File: src/verilog/adccal_pkg.sv
// Purpose: shared constants and types for the converter calibration and offset-null control
// Assumes: single 10 MHz conversion clock, APB register access
// Notes:   counts are derived from times where a time is specified
package adccal_pkg;

    // clock and calibration timing
    localparam int unsigned CLK_HZ          = 10_000_000;
    localparam int unsigned CAL_TIME_MS     = 15;
    localparam int unsigned CAL_CYCLES_DFLT = CAL_TIME_MS * (CLK_HZ / 1000);
    localparam int          CNT_W           = 18;

    // conversion sequencing, in clock periods
    localparam logic [CNT_W-1:0] CONV_HOLD_CYCLES   = 18'h0000D; // hold command high
    localparam logic [CNT_W-1:0] CONV_IGNORE_CYCLES = 18'h00007; // start ignored after hold falls
    localparam logic [CNT_W-1:0] RECOV_CYCLES       = 18'h00011; // 17 after calibration
    localparam logic [CNT_W-1:0] CNT_ONE            = 18'h00001;

    // register byte offsets
    localparam logic [7:0] ADDR_CTRL   = 8'h00;
    localparam logic [7:0] ADDR_STATUS = 8'h04;
    localparam logic [7:0] ADDR_RESULT = 8'h08;
    localparam logic [7:0] ADDR_OFFSET = 8'h0C;

    // control register fields and reset value
    localparam int          CTRL_FMT_BIT     = 0;
    localparam int          CTRL_CONV_EN_BIT = 1;
    localparam logic [1:0]  CTRL_RESET       = 2'h2;

    // result arithmetic limits and format anchors
    localparam logic signed [16:0] SAT_POS_17 = 17'sh07FFF;
    localparam logic signed [16:0] SAT_NEG_17 = -17'sh08000;
    localparam logic signed [15:0] SAT_POS    = 16'sh7FFF;
    localparam logic signed [15:0] SAT_NEG    = 16'sh8000;
    localparam logic signed [17:0] MID_COB    = 18'sh08000;
    localparam logic signed [17:0] MAX_COB    = 18'sh0FFFF;
    localparam logic        [15:0] ALL_ONES   = 16'hFFFF;

    // sequencer states, one-hot
    typedef enum logic [4:0] {
        ST_IDLE  = 5'b00001,
        ST_CONV  = 5'b00010,
        ST_IGN   = 5'b00100,
        ST_CAL   = 5'b01000,
        ST_RECOV = 5'b10000
    } adccal_state_t;

    // status word as read by software
    typedef struct packed {
        logic offset_valid;
        logic null_armed;
        logic first_done;
        logic cal_pending;
        logic recovering;
        logic ignoring;
        logic converting;
        logic cal_busy;
    } adccal_status_t;

endpackage

File: src/verilog/adccal_fmt.sv
// Purpose: offset subtraction, saturation and output coding of one result
// Assumes: sample is a true two's complement value, zero input reads zero
// Notes:   purely combinational; the caller registers the code
`timescale 1ns/1ps
`default_nettype none
module adccal_fmt (
    input  wire logic signed [15:0] sample,   // uncorrected result
    input  wire logic        [15:0] offset,   // stored zeroing result
    input  wire logic               apply,    // subtract the offset
    input  wire logic               fmt_sel,  // output_format_sel
    output logic             [15:0] code      // coded output word
);
    import adccal_pkg::*;

    logic signed [16:0] diff;
    logic signed [15:0] val;
    logic signed [17:0] cob;

    // widen before subtracting so an overflow is seen and clamped, never wrapped
    always_comb begin
        diff = {sample[15], sample} - (apply ? $signed({offset[15], offset}) : 17'sh00000);
        if (diff > SAT_POS_17) begin
            val = SAT_POS;
        end else if (diff < SAT_NEG_17) begin
            val = SAT_NEG;
        end else begin
            val = diff[15:0];
        end
        cob = MID_COB - $signed({{2{val[15]}}, val});
        if (!fmt_sel) begin
            code = ~val;
        end else if (cob > MAX_COB) begin
            code = ALL_ONES;
        end else begin
            code = cob[15:0];
        end
    end

endmodule
`default_nettype wire

File: src/verilog/adccal_ctrl.sv
// Purpose: calibration sequencer, conversion timing and offset-null control, APB registers
// Assumes: pins are synchronous to pclk; the converter core supplies adc_sample at
//          the end of each hold period
// Notes:   calibration length is a parameter so simulation can shorten it
//
// Overview of operation
// - a low calibration request is accepted at any time.
// - a request during a conversion waits and starts right after it ends.
// - when idle, calibration starts at the first edge after the request.
// - calibration request always beats a simultaneous conversion request.
// - calibration status is high from cycle start until the cycle ends.
// - requests while calibrating do not disturb the running cycle.
// - one calibration lasts a fixed count, about 15 ms at 10 MHz.
// - calibration never touches the stored offset.
// - 17 clock periods of recovery follow each calibration.
// - conversion requests in the recovery interval are ignored.
// - a held request repeats calibration cycles back to back.
// - on release, finish the cycle, recover 17 clocks, then convert.
// - store a zeroing result and subtract it from later results.
// - nulled zero reads zero (twos) or midscale (offset binary); the code gives all ones (FFFF) in twos.
// - offset captured at the first strobe after the control goes high.
// - the captured offset is also shown on the data output.
// - while the control stays high, results are corrected.
// - control low clears the offset and restores uncorrected data.
// - nulling cannot arm before the first conversion completes.
// - format select low gives complementary twos, high offset binary.
// - corrected results saturate at all zeros or all ones; the code stops at 8000/7FFF (twos) or 0001/FFFF (offset binary).
// - hold falling ends a conversion; start is ignored seven periods.
//
// Our own choices: the register addresses and the APB slave port.
`timescale 1ns/1ps
`default_nettype none
module adccal_ctrl #(
    parameter int unsigned CAL_CYCLES = adccal_pkg::CAL_CYCLES_DFLT // calibration length
) (
    input  wire logic               pclk,          // conversion clock, 10 MHz
    input  wire logic               presetn,       // async reset, active low
    input  wire logic               psel,          // APB select
    input  wire logic               penable,       // APB access phase
    input  wire logic               pwrite,        // APB direction
    input  wire logic [7:0]         paddr,         // APB byte address
    input  wire logic [31:0]        pwdata,        // APB write data
    output logic      [31:0]        prdata,        // APB read data
    output logic                    pready,        // APB ready
    output logic                    pslverr,       // APB error, unmapped
    input  wire logic               cal_req_n,     // calibration request, active low
    input  wire logic               start_conv,    // conversion request
    input  wire logic               offset_null_n, // offset-null control, high enables
    input  wire logic signed [15:0] adc_sample,    // raw result from the core
    output logic                    hold_cmd,      // hold command, high while converting
    output logic                    cal_status,    // calibration in progress
    output logic                    data_strobe,   // result strobe, one cycle
    output logic      [15:0]        data_out       // coded result
);
    import adccal_pkg::*;

    localparam logic [CNT_W-1:0] CAL_LOAD = CNT_W'(CAL_CYCLES - 1);

    adccal_state_t    state_r, state_nxt;
    logic [CNT_W-1:0] cnt_r, cnt_nxt;
    logic             pend_r, pend_nxt;
    logic             strobe_r, strobe_nxt;
    logic [1:0]       ctrl_r, ctrl_nxt;
    logic [15:0]      off_r, off_nxt;
    logic             valid_r, valid_nxt;
    logic             armed_r, armed_nxt;
    logic             first_r, first_nxt;
    logic signed [15:0] raw_r, raw_nxt;
    logic [15:0]      data_r, data_nxt;
    logic [31:0]      prdata_r, prdata_nxt;
    logic             conv_end;
    logic             capture;
    logic             cal_want;
    logic             start_ok;
    logic signed [15:0] fmt_src;
    logic             fmt_apply;
    logic [15:0]      fmt_code;
    adccal_status_t   status;

    // request decode: calibration wins over start in every state
    assign cal_want = ~cal_req_n | pend_r;
    assign start_ok = start_conv & ctrl_r[CTRL_CONV_EN_BIT] & ~cal_want;
    assign conv_end = (state_r == ST_CONV) && (cnt_r == '0);

    // sequencer next state; every timed state loads its count on entry
    always_comb begin
        state_nxt = state_r;
        cnt_nxt   = (cnt_r == '0) ? cnt_r : cnt_r - CNT_ONE;
        pend_nxt  = pend_r;
        case (state_r)
            ST_IDLE: begin
                if (cal_want) begin
                    state_nxt = ST_CAL;
                    cnt_nxt   = CAL_LOAD;
                end else if (start_ok) begin
                    state_nxt = ST_CONV;
                    cnt_nxt   = CONV_HOLD_CYCLES - CNT_ONE;
                end
            end
            ST_CONV: begin
                // a request now is held until the conversion ends
                if (!cal_req_n) begin
                    pend_nxt = 1'b1;
                end
                if (cnt_r == '0) begin
                    if (cal_want || !cal_req_n) begin
                        state_nxt = ST_CAL;
                        cnt_nxt   = CAL_LOAD;
                    end else begin
                        state_nxt = ST_IGN;
                        cnt_nxt   = CONV_IGNORE_CYCLES - CNT_ONE;
                    end
                end
            end
            ST_IGN: begin
                // start is looked at only from the seventh edge after hold falls
                if (cal_want) begin
                    state_nxt = ST_CAL;
                    cnt_nxt   = CAL_LOAD;
                end else if (cnt_r == '0) begin
                    if (start_ok) begin
                        state_nxt = ST_CONV;
                        cnt_nxt   = CONV_HOLD_CYCLES - CNT_ONE;
                    end else begin
                        state_nxt = ST_IDLE;
                    end
                end
            end
            ST_CAL: begin
                // fresh requests are not latched; only the level at the end counts
                pend_nxt = 1'b0;
                if (cnt_r == '0) begin
                    if (!cal_req_n) begin
                        cnt_nxt = CAL_LOAD;
                    end else begin
                        state_nxt = ST_RECOV;
                        cnt_nxt   = RECOV_CYCLES - CNT_ONE;
                    end
                end
            end
            ST_RECOV: begin
                // start is ignored here; a new calibration request may still begin
                if (!cal_req_n) begin
                    state_nxt = ST_CAL;
                    cnt_nxt   = CAL_LOAD;
                end else if (cnt_r == '0) begin
                    state_nxt = ST_IDLE;
                end
            end
            default: begin
                state_nxt = ST_IDLE;
                cnt_nxt   = '0;
                pend_nxt  = 1'b0;
            end
        endcase
        strobe_nxt = (state_r == ST_CONV) && (cnt_r == '0);
    end

    // sequencer registers
    always_ff @(posedge pclk or negedge presetn) begin
        if (!presetn) begin
            state_r  <= ST_IDLE;
            cnt_r    <= '0;
            pend_r   <= 1'b0;
            strobe_r <= 1'b0;
        end else begin
            state_r  <= state_nxt;
            cnt_r    <= cnt_nxt;
            pend_r   <= pend_nxt;
            strobe_r <= strobe_nxt;
        end
    end

    // offset-null control: capture on the strobe that follows arming
    assign capture = conv_end & offset_null_n & armed_r & first_r;

    always_comb begin
        off_nxt   = off_r;
        valid_nxt = valid_r;
        armed_nxt = armed_r;
        first_nxt = first_r | conv_end;
        raw_nxt   = conv_end ? adc_sample : raw_r;
        if (!offset_null_n) begin
            off_nxt   = '0;
            valid_nxt = 1'b0;
            armed_nxt = first_r;
        end else if (capture) begin
            off_nxt   = adc_sample;
            valid_nxt = 1'b1;
            armed_nxt = 1'b0;
        end
        // calibration states leave off_r alone on purpose
        if (state_r == ST_CAL) begin
            off_nxt = off_nxt;
        end
    end

    // one formatter serves new results and the revert on clear
    assign fmt_src   = conv_end ? adc_sample : raw_r;
    assign fmt_apply = offset_null_n & valid_r & ~capture;

    adccal_fmt u_fmt (
        .sample  (fmt_src),
        .offset  (off_r),
        .apply   (fmt_apply),
        .fmt_sel (ctrl_r[CTRL_FMT_BIT]),
        .code    (fmt_code)
    );

    // output data register: new result, or uncorrected copy when nulling stops
    always_comb begin
        data_nxt = data_r;
        if (conv_end) begin
            data_nxt = fmt_code;
        end else if (!offset_null_n && valid_r) begin
            data_nxt = fmt_code;
        end
    end

    always_ff @(posedge pclk or negedge presetn) begin
        if (!presetn) begin
            off_r   <= '0;
            valid_r <= 1'b0;
            armed_r <= 1'b0;
            first_r <= 1'b0;
            raw_r   <= '0;
            data_r  <= '0;
        end else begin
            off_r   <= off_nxt;
            valid_r <= valid_nxt;
            armed_r <= armed_nxt;
            first_r <= first_nxt;
            raw_r   <= raw_nxt;
            data_r  <= data_nxt;
        end
    end

    // status word for software
    always_comb begin
        status              = '0;
        status.cal_busy     = (state_r == ST_CAL);
        status.converting   = (state_r == ST_CONV);
        status.ignoring     = (state_r == ST_IGN);
        status.recovering   = (state_r == ST_RECOV);
        status.cal_pending  = pend_r;
        status.first_done   = first_r;
        status.null_armed   = armed_r;
        status.offset_valid = valid_r;
    end

    // APB: read data latched in the setup phase so it comes from a flop;
    // zero wait states, unmapped addresses answer with pslverr
    always_comb begin
        ctrl_nxt   = ctrl_r;
        prdata_nxt = prdata_r;
        if (psel && !penable && !pwrite) begin
            case (paddr)
                ADDR_CTRL:   prdata_nxt = {30'h0, ctrl_r};
                ADDR_STATUS: prdata_nxt = {24'h0, status};
                ADDR_RESULT: prdata_nxt = {16'h0, data_r};
                ADDR_OFFSET: prdata_nxt = {16'h0, off_r};
                default:     prdata_nxt = 32'h0;
            endcase
        end
        if (psel && penable && pwrite && (paddr == ADDR_CTRL)) begin
            ctrl_nxt = pwdata[1:0];
        end
    end

    always_ff @(posedge pclk or negedge presetn) begin
        if (!presetn) begin
            ctrl_r   <= CTRL_RESET;
            prdata_r <= 32'h0;
        end else begin
            ctrl_r   <= ctrl_nxt;
            prdata_r <= prdata_nxt;
        end
    end

    assign pready      = 1'b1;
    assign pslverr     = psel & penable & (paddr != ADDR_CTRL) & (paddr != ADDR_STATUS)
                         & (paddr != ADDR_RESULT) & (paddr != ADDR_OFFSET);
    assign prdata      = prdata_r;
    assign hold_cmd    = (state_r == ST_CONV);
    assign cal_status  = (state_r == ST_CAL);
    assign data_strobe = strobe_r;
    assign data_out    = data_r;

endmodule
`default_nettype wire

File: config.mk
export PLATFORM = sky130hd
export DESIGN_NAME = adccal_ctrl
export DESIGN_NICKNAME = d
export VERILOG_FILES = /design/src/verilog/adccal_pkg.sv /design/src/verilog/adccal_fmt.sv /design/src/verilog/adccal_ctrl.sv
export SDC_FILE = /design/constraint.sdc
export NUM_CORES = 1
export LEC_CHECK = 0
export BUFFER_PORTS_ARGS = -buffer_cell sky130_fd_sc_hd__buf_2
export CAP_MARGIN = 40
export CORE_ASPECT_RATIO = 2
export CORE_MARGIN = 2
export CORE_UTILIZATION = 60
export CTS_CLUSTER_SIZE = 24
export DETAILED_ROUTE_END_ITERATION = 8
export GPL_TIMING_DRIVEN = 0
export PLACE_DENSITY = 0.92
export SYNTH_ARGS = -nofsm -noshare
export SYNTH_HDL_FRONTEND = slang
export SYNTH_HIERARCHICAL = 1
export SYNTH_SLANG_ARGS = --single-unit
File: constraint.sdc
create_clock -name pclk -period 9.8 [get_ports pclk]
set_clock_uncertainty 0.1 [all_clocks]
set_input_delay 1.96 -clock pclk [delete_from_list [all_inputs] [get_ports pclk]]
set_output_delay 1.96 -clock pclk [all_outputs]
set_load 0.02 [all_outputs]
==> flow_summary.toml <==
[yosys]
yosysMostFrequentCell = "nand2_1"
ys_seq_area_frac = 0.368
yosysTopAreaCell = "dfrtp_1"
netlist.area_leader.share = 0.360
synthFlopType = "dfrtp_1"
synth-async-reset-ratio = 1.00
synth_common_cells = "nand2_1, dfrtp_1, o21ai_0"
synth_area_per_cell_um2 = 9.01
ys_types = 89
netlist_area_um2 = 6390
synth_area_leaders = "dfrtp_1, mux2_2, nand2_1"
synth_seq_cells = 94
synth_edf_count = 0
netlist_instances = 710
synth_warnings = 6

[critical_path]
cpLargestDelayFamily = "simple AND/OR/NAND/NOR gates"
worst-setup-path-type = "in -> reg"
crit_arrival_ns = 7.67
worst_path_largest_cell_delay_ns = 0.46
crit_required_ns = 9.99
crit_path_start_kind = "input pin"
path_buf_inv = 7
path_max_fanout = 10
crit_chain = "clkbuf_1 > buf_1 > and3_1 > clkbuf_1 > nand2_1 > ha_1 > a21oi_1 > o21ai_0 > or3b_1 > and3_1 > inv_1 > a21o_1 > clkbuf_1 > o21ai_0 > inv_1 > ha_1 > nand2_1 > or3_4 > or3_4 > buf_6 > o31ai_1 > mux2_2"
cp_common_cell = "clkbuf_1"
cp-end-kind = "flop"
worst_path_max_delay_cell = "or3_4"

[sta]
relSlewSlack = 0.371
worst_slew_pin_slew_ns = 0.934
max_freq_mhz = 134
finalHoldViolations = 0
rsz0062_at_grt = "false"
slew_viol_final = 0
fin_crit_ns = 7.48
finalSetupTns_ns = 0
post-route-period-util = 0.763
setup_viol = 0

[clock_tree]
cts_buffers = 9
clockBufferDepth = 2
clock-root-buffer = "clkbuf_16"
cts_tree = "built"
h-tree-depth = 3
clock_latency_ns = 0.35
post_cts_buffers = 0
cts_resized = 0
hold_buffers = 0
path_clk_slew_ns = 0.07
clkSinkCount = 94

[global_routing]
grt_start_max_net_pins = 65
gr-total-overflow = 0
grt_usage = 0.338
antenna_found_initial = 0
grt_pass1_vias = 5975
grt_pass1_wl_mm = 30.3

[floorplan]
fp.dieW_um = 77
num_rows = 53
start_util = 0.610
dieArea_um2 = 11600
pin_count = 117
coreArea_um2 = 10500
die_height_um = 150

[layout]
multiInputGateArea_um2 = 3740
antenna_cells = 0
drive_gt1_frac = 0.229
seq_area_um2 = 2350
fin_nets = 889
area_delta_synth_final_pct = 13.7
nFillCells = 869
fin_util = 0.694

[routing]
routedWlPerCell_um = 20.1
ant_nets = 0
viasPerCell = 6.32
drt_iter0_markers = 516
drt-total-wl_mm = 19.0
first_pass_iters = 5
drc = 0
vias = 5979

[outcome]
status = "finished clean"

[min_path]
hold_path.class = "reg -> reg"

[placement]
portBuffers = 67
gp_congestion = 1.01
place_hpwl_mm = 14.4

[flow_run]
maxCapViolations = 0
-- area by class of cell --
cell class,instances,area share
plain buffers,46,0.0380
multi-input cells,564,0.514
clock buffers,10,0.0315
clock inverters,6,0.00757
flip-flops and latches,94,0.324
repair buffers,68,0.0502
well taps,137,0.0236
inverters,21,0.0108
-- routing by layer --
layer / vias up / routed length (µm) / track usage
li1: 2724 / - / -
met1: 2857 / 6300 / 0.339
met4: 0 / 1320 / 0.227
met2: 306 / 10200 / 0.628
met5: - / 0 / 0
met3: 92 / 1120 / 0.0561
-- worst register-to-register path: stages (launching register included) --
cell and delay, ns:
dfrtp_1 0.43, inv_1 0.10, ha_1 0.13, nor4b_1 0.35, and4_1 0.40, and3_1 0.30, buf_4 0.25, mux2_2 0.37
inv_1 0.06, ha_1 0.18, inv_1 0.07, fa_1 0.45, a211oi_2 0.27, o31ai_2 0.15, o21ai_2 0.14, a21oi_1 0.16
nor3_2 0.34, a21o_1 0.28, clkbuf_1 0.38, o21ai_0 0.28, inv_1 0.11, ha_1 0.16, nand2_1 0.12, or3_4 0.37
or3_4 0.46, buf_6 0.17, o31ai_1 0.08, mux2_2 0.20
-- cell usage in the layout, fill, tap and decap left out, types with 7 or more instances in the layout --
cell type / Yosys / final
a21o_1: 9 / 9
a21oi_1: 32 / 32
a22oi_1: 7 / 7
and2_1: 8 / 8
buf_2: 8 / 74
buf_4: 19 / 20
clkbuf_1: 14 / 15
clkbuf_16: 0 / 9
conb_1: 2 / 17
dfrtp_1: 92 / 92
ha_1: 20 / 20
inv_1: 19 / 19
mux2_2: 40 / 40
mux2i_1: 9 / 9
nand2_1: 104 / 104
nand3_1: 29 / 29
nor2_1: 44 / 44
nor3_1: 14 / 14
nor4_1: 7 / 7
o21ai_0: 56 / 56
xnor2_1: 19 / 19
xor2_1: 14 / 14
-- per-stage QoR --
step                instance area, µm²  std cells  setup slack [ns]  hold slack [ns]
finish                            7270        946              2.32            0.382
global route                      7270        946              1.86            0.401
CTS                               7270        946              2.43            0.390
detailed placement                6990        930              2.12            0.375
global placement                  6960        929              2.26            0.349
floorplan                         6450        725              3.08            0.372
-- registers in the layout (all words and copies together) (netlist names) --
name / flops
armed_r: 1
cnt_r: 18
ctrl_r: 2
data_out: 16
data_strobe: 1
first_r: 1
off_r: 16
pend_r: 1
prdata: 16
raw_r: 16
state_r: 5
valid_r: 1
-- logic make-up (layout without fill, tap and decap cells) --
logic type / count (synthesis) / after routing / share of synthesized area
AND/OR/NAND/NOR: 265 / 265 / 0.207
AO/OA/AOI/OAI: 176 / 176 / 0.186
flip-flops: 94 / 94 / 0.368
buffers and inverters: 67 / 151 / 0.0556
multiplexers: 51 / 51 / 0.0916
XOR/XNOR: 34 / 34 / 0.0477
adder cells (fa/ha/maj): 21 / 21 / 0.0423
other: 2 / 17 / 0.00117
-- worst paths after layout --
path / cells past startpoint / to / startpoint / slack (ns)
worst max-delay path: 22 / data_out[4]$_DFFE_PN0P_ / offset_null_n / 2.32
min in group asynchronous: 1 / cnt_r[10]$_DFF_PN0_ / presetn / 1.44
max in group asynchronous: 2 / ctrl_r[1]$_DFFE_PN1P_ / presetn / 7.45
worst min register to register: 2 / prdata[1]$_DFFE_PN0P_ / prdata[1]$_DFFE_PN0P_ / 0.38
worst max register to register: 27 / data_out[4]$_DFFE_PN0P_ / cnt_r[1]$_DFF_PN0_ / 2.90
worst min-delay path: 2 / prdata[1]$_DFFE_PN0P_ / prdata[1]$_DFFE_PN0P_ / 0.38
Power is not shown: default switching activity piles up to over one toggle a cycle in this logic, so the estimate is an artifact.
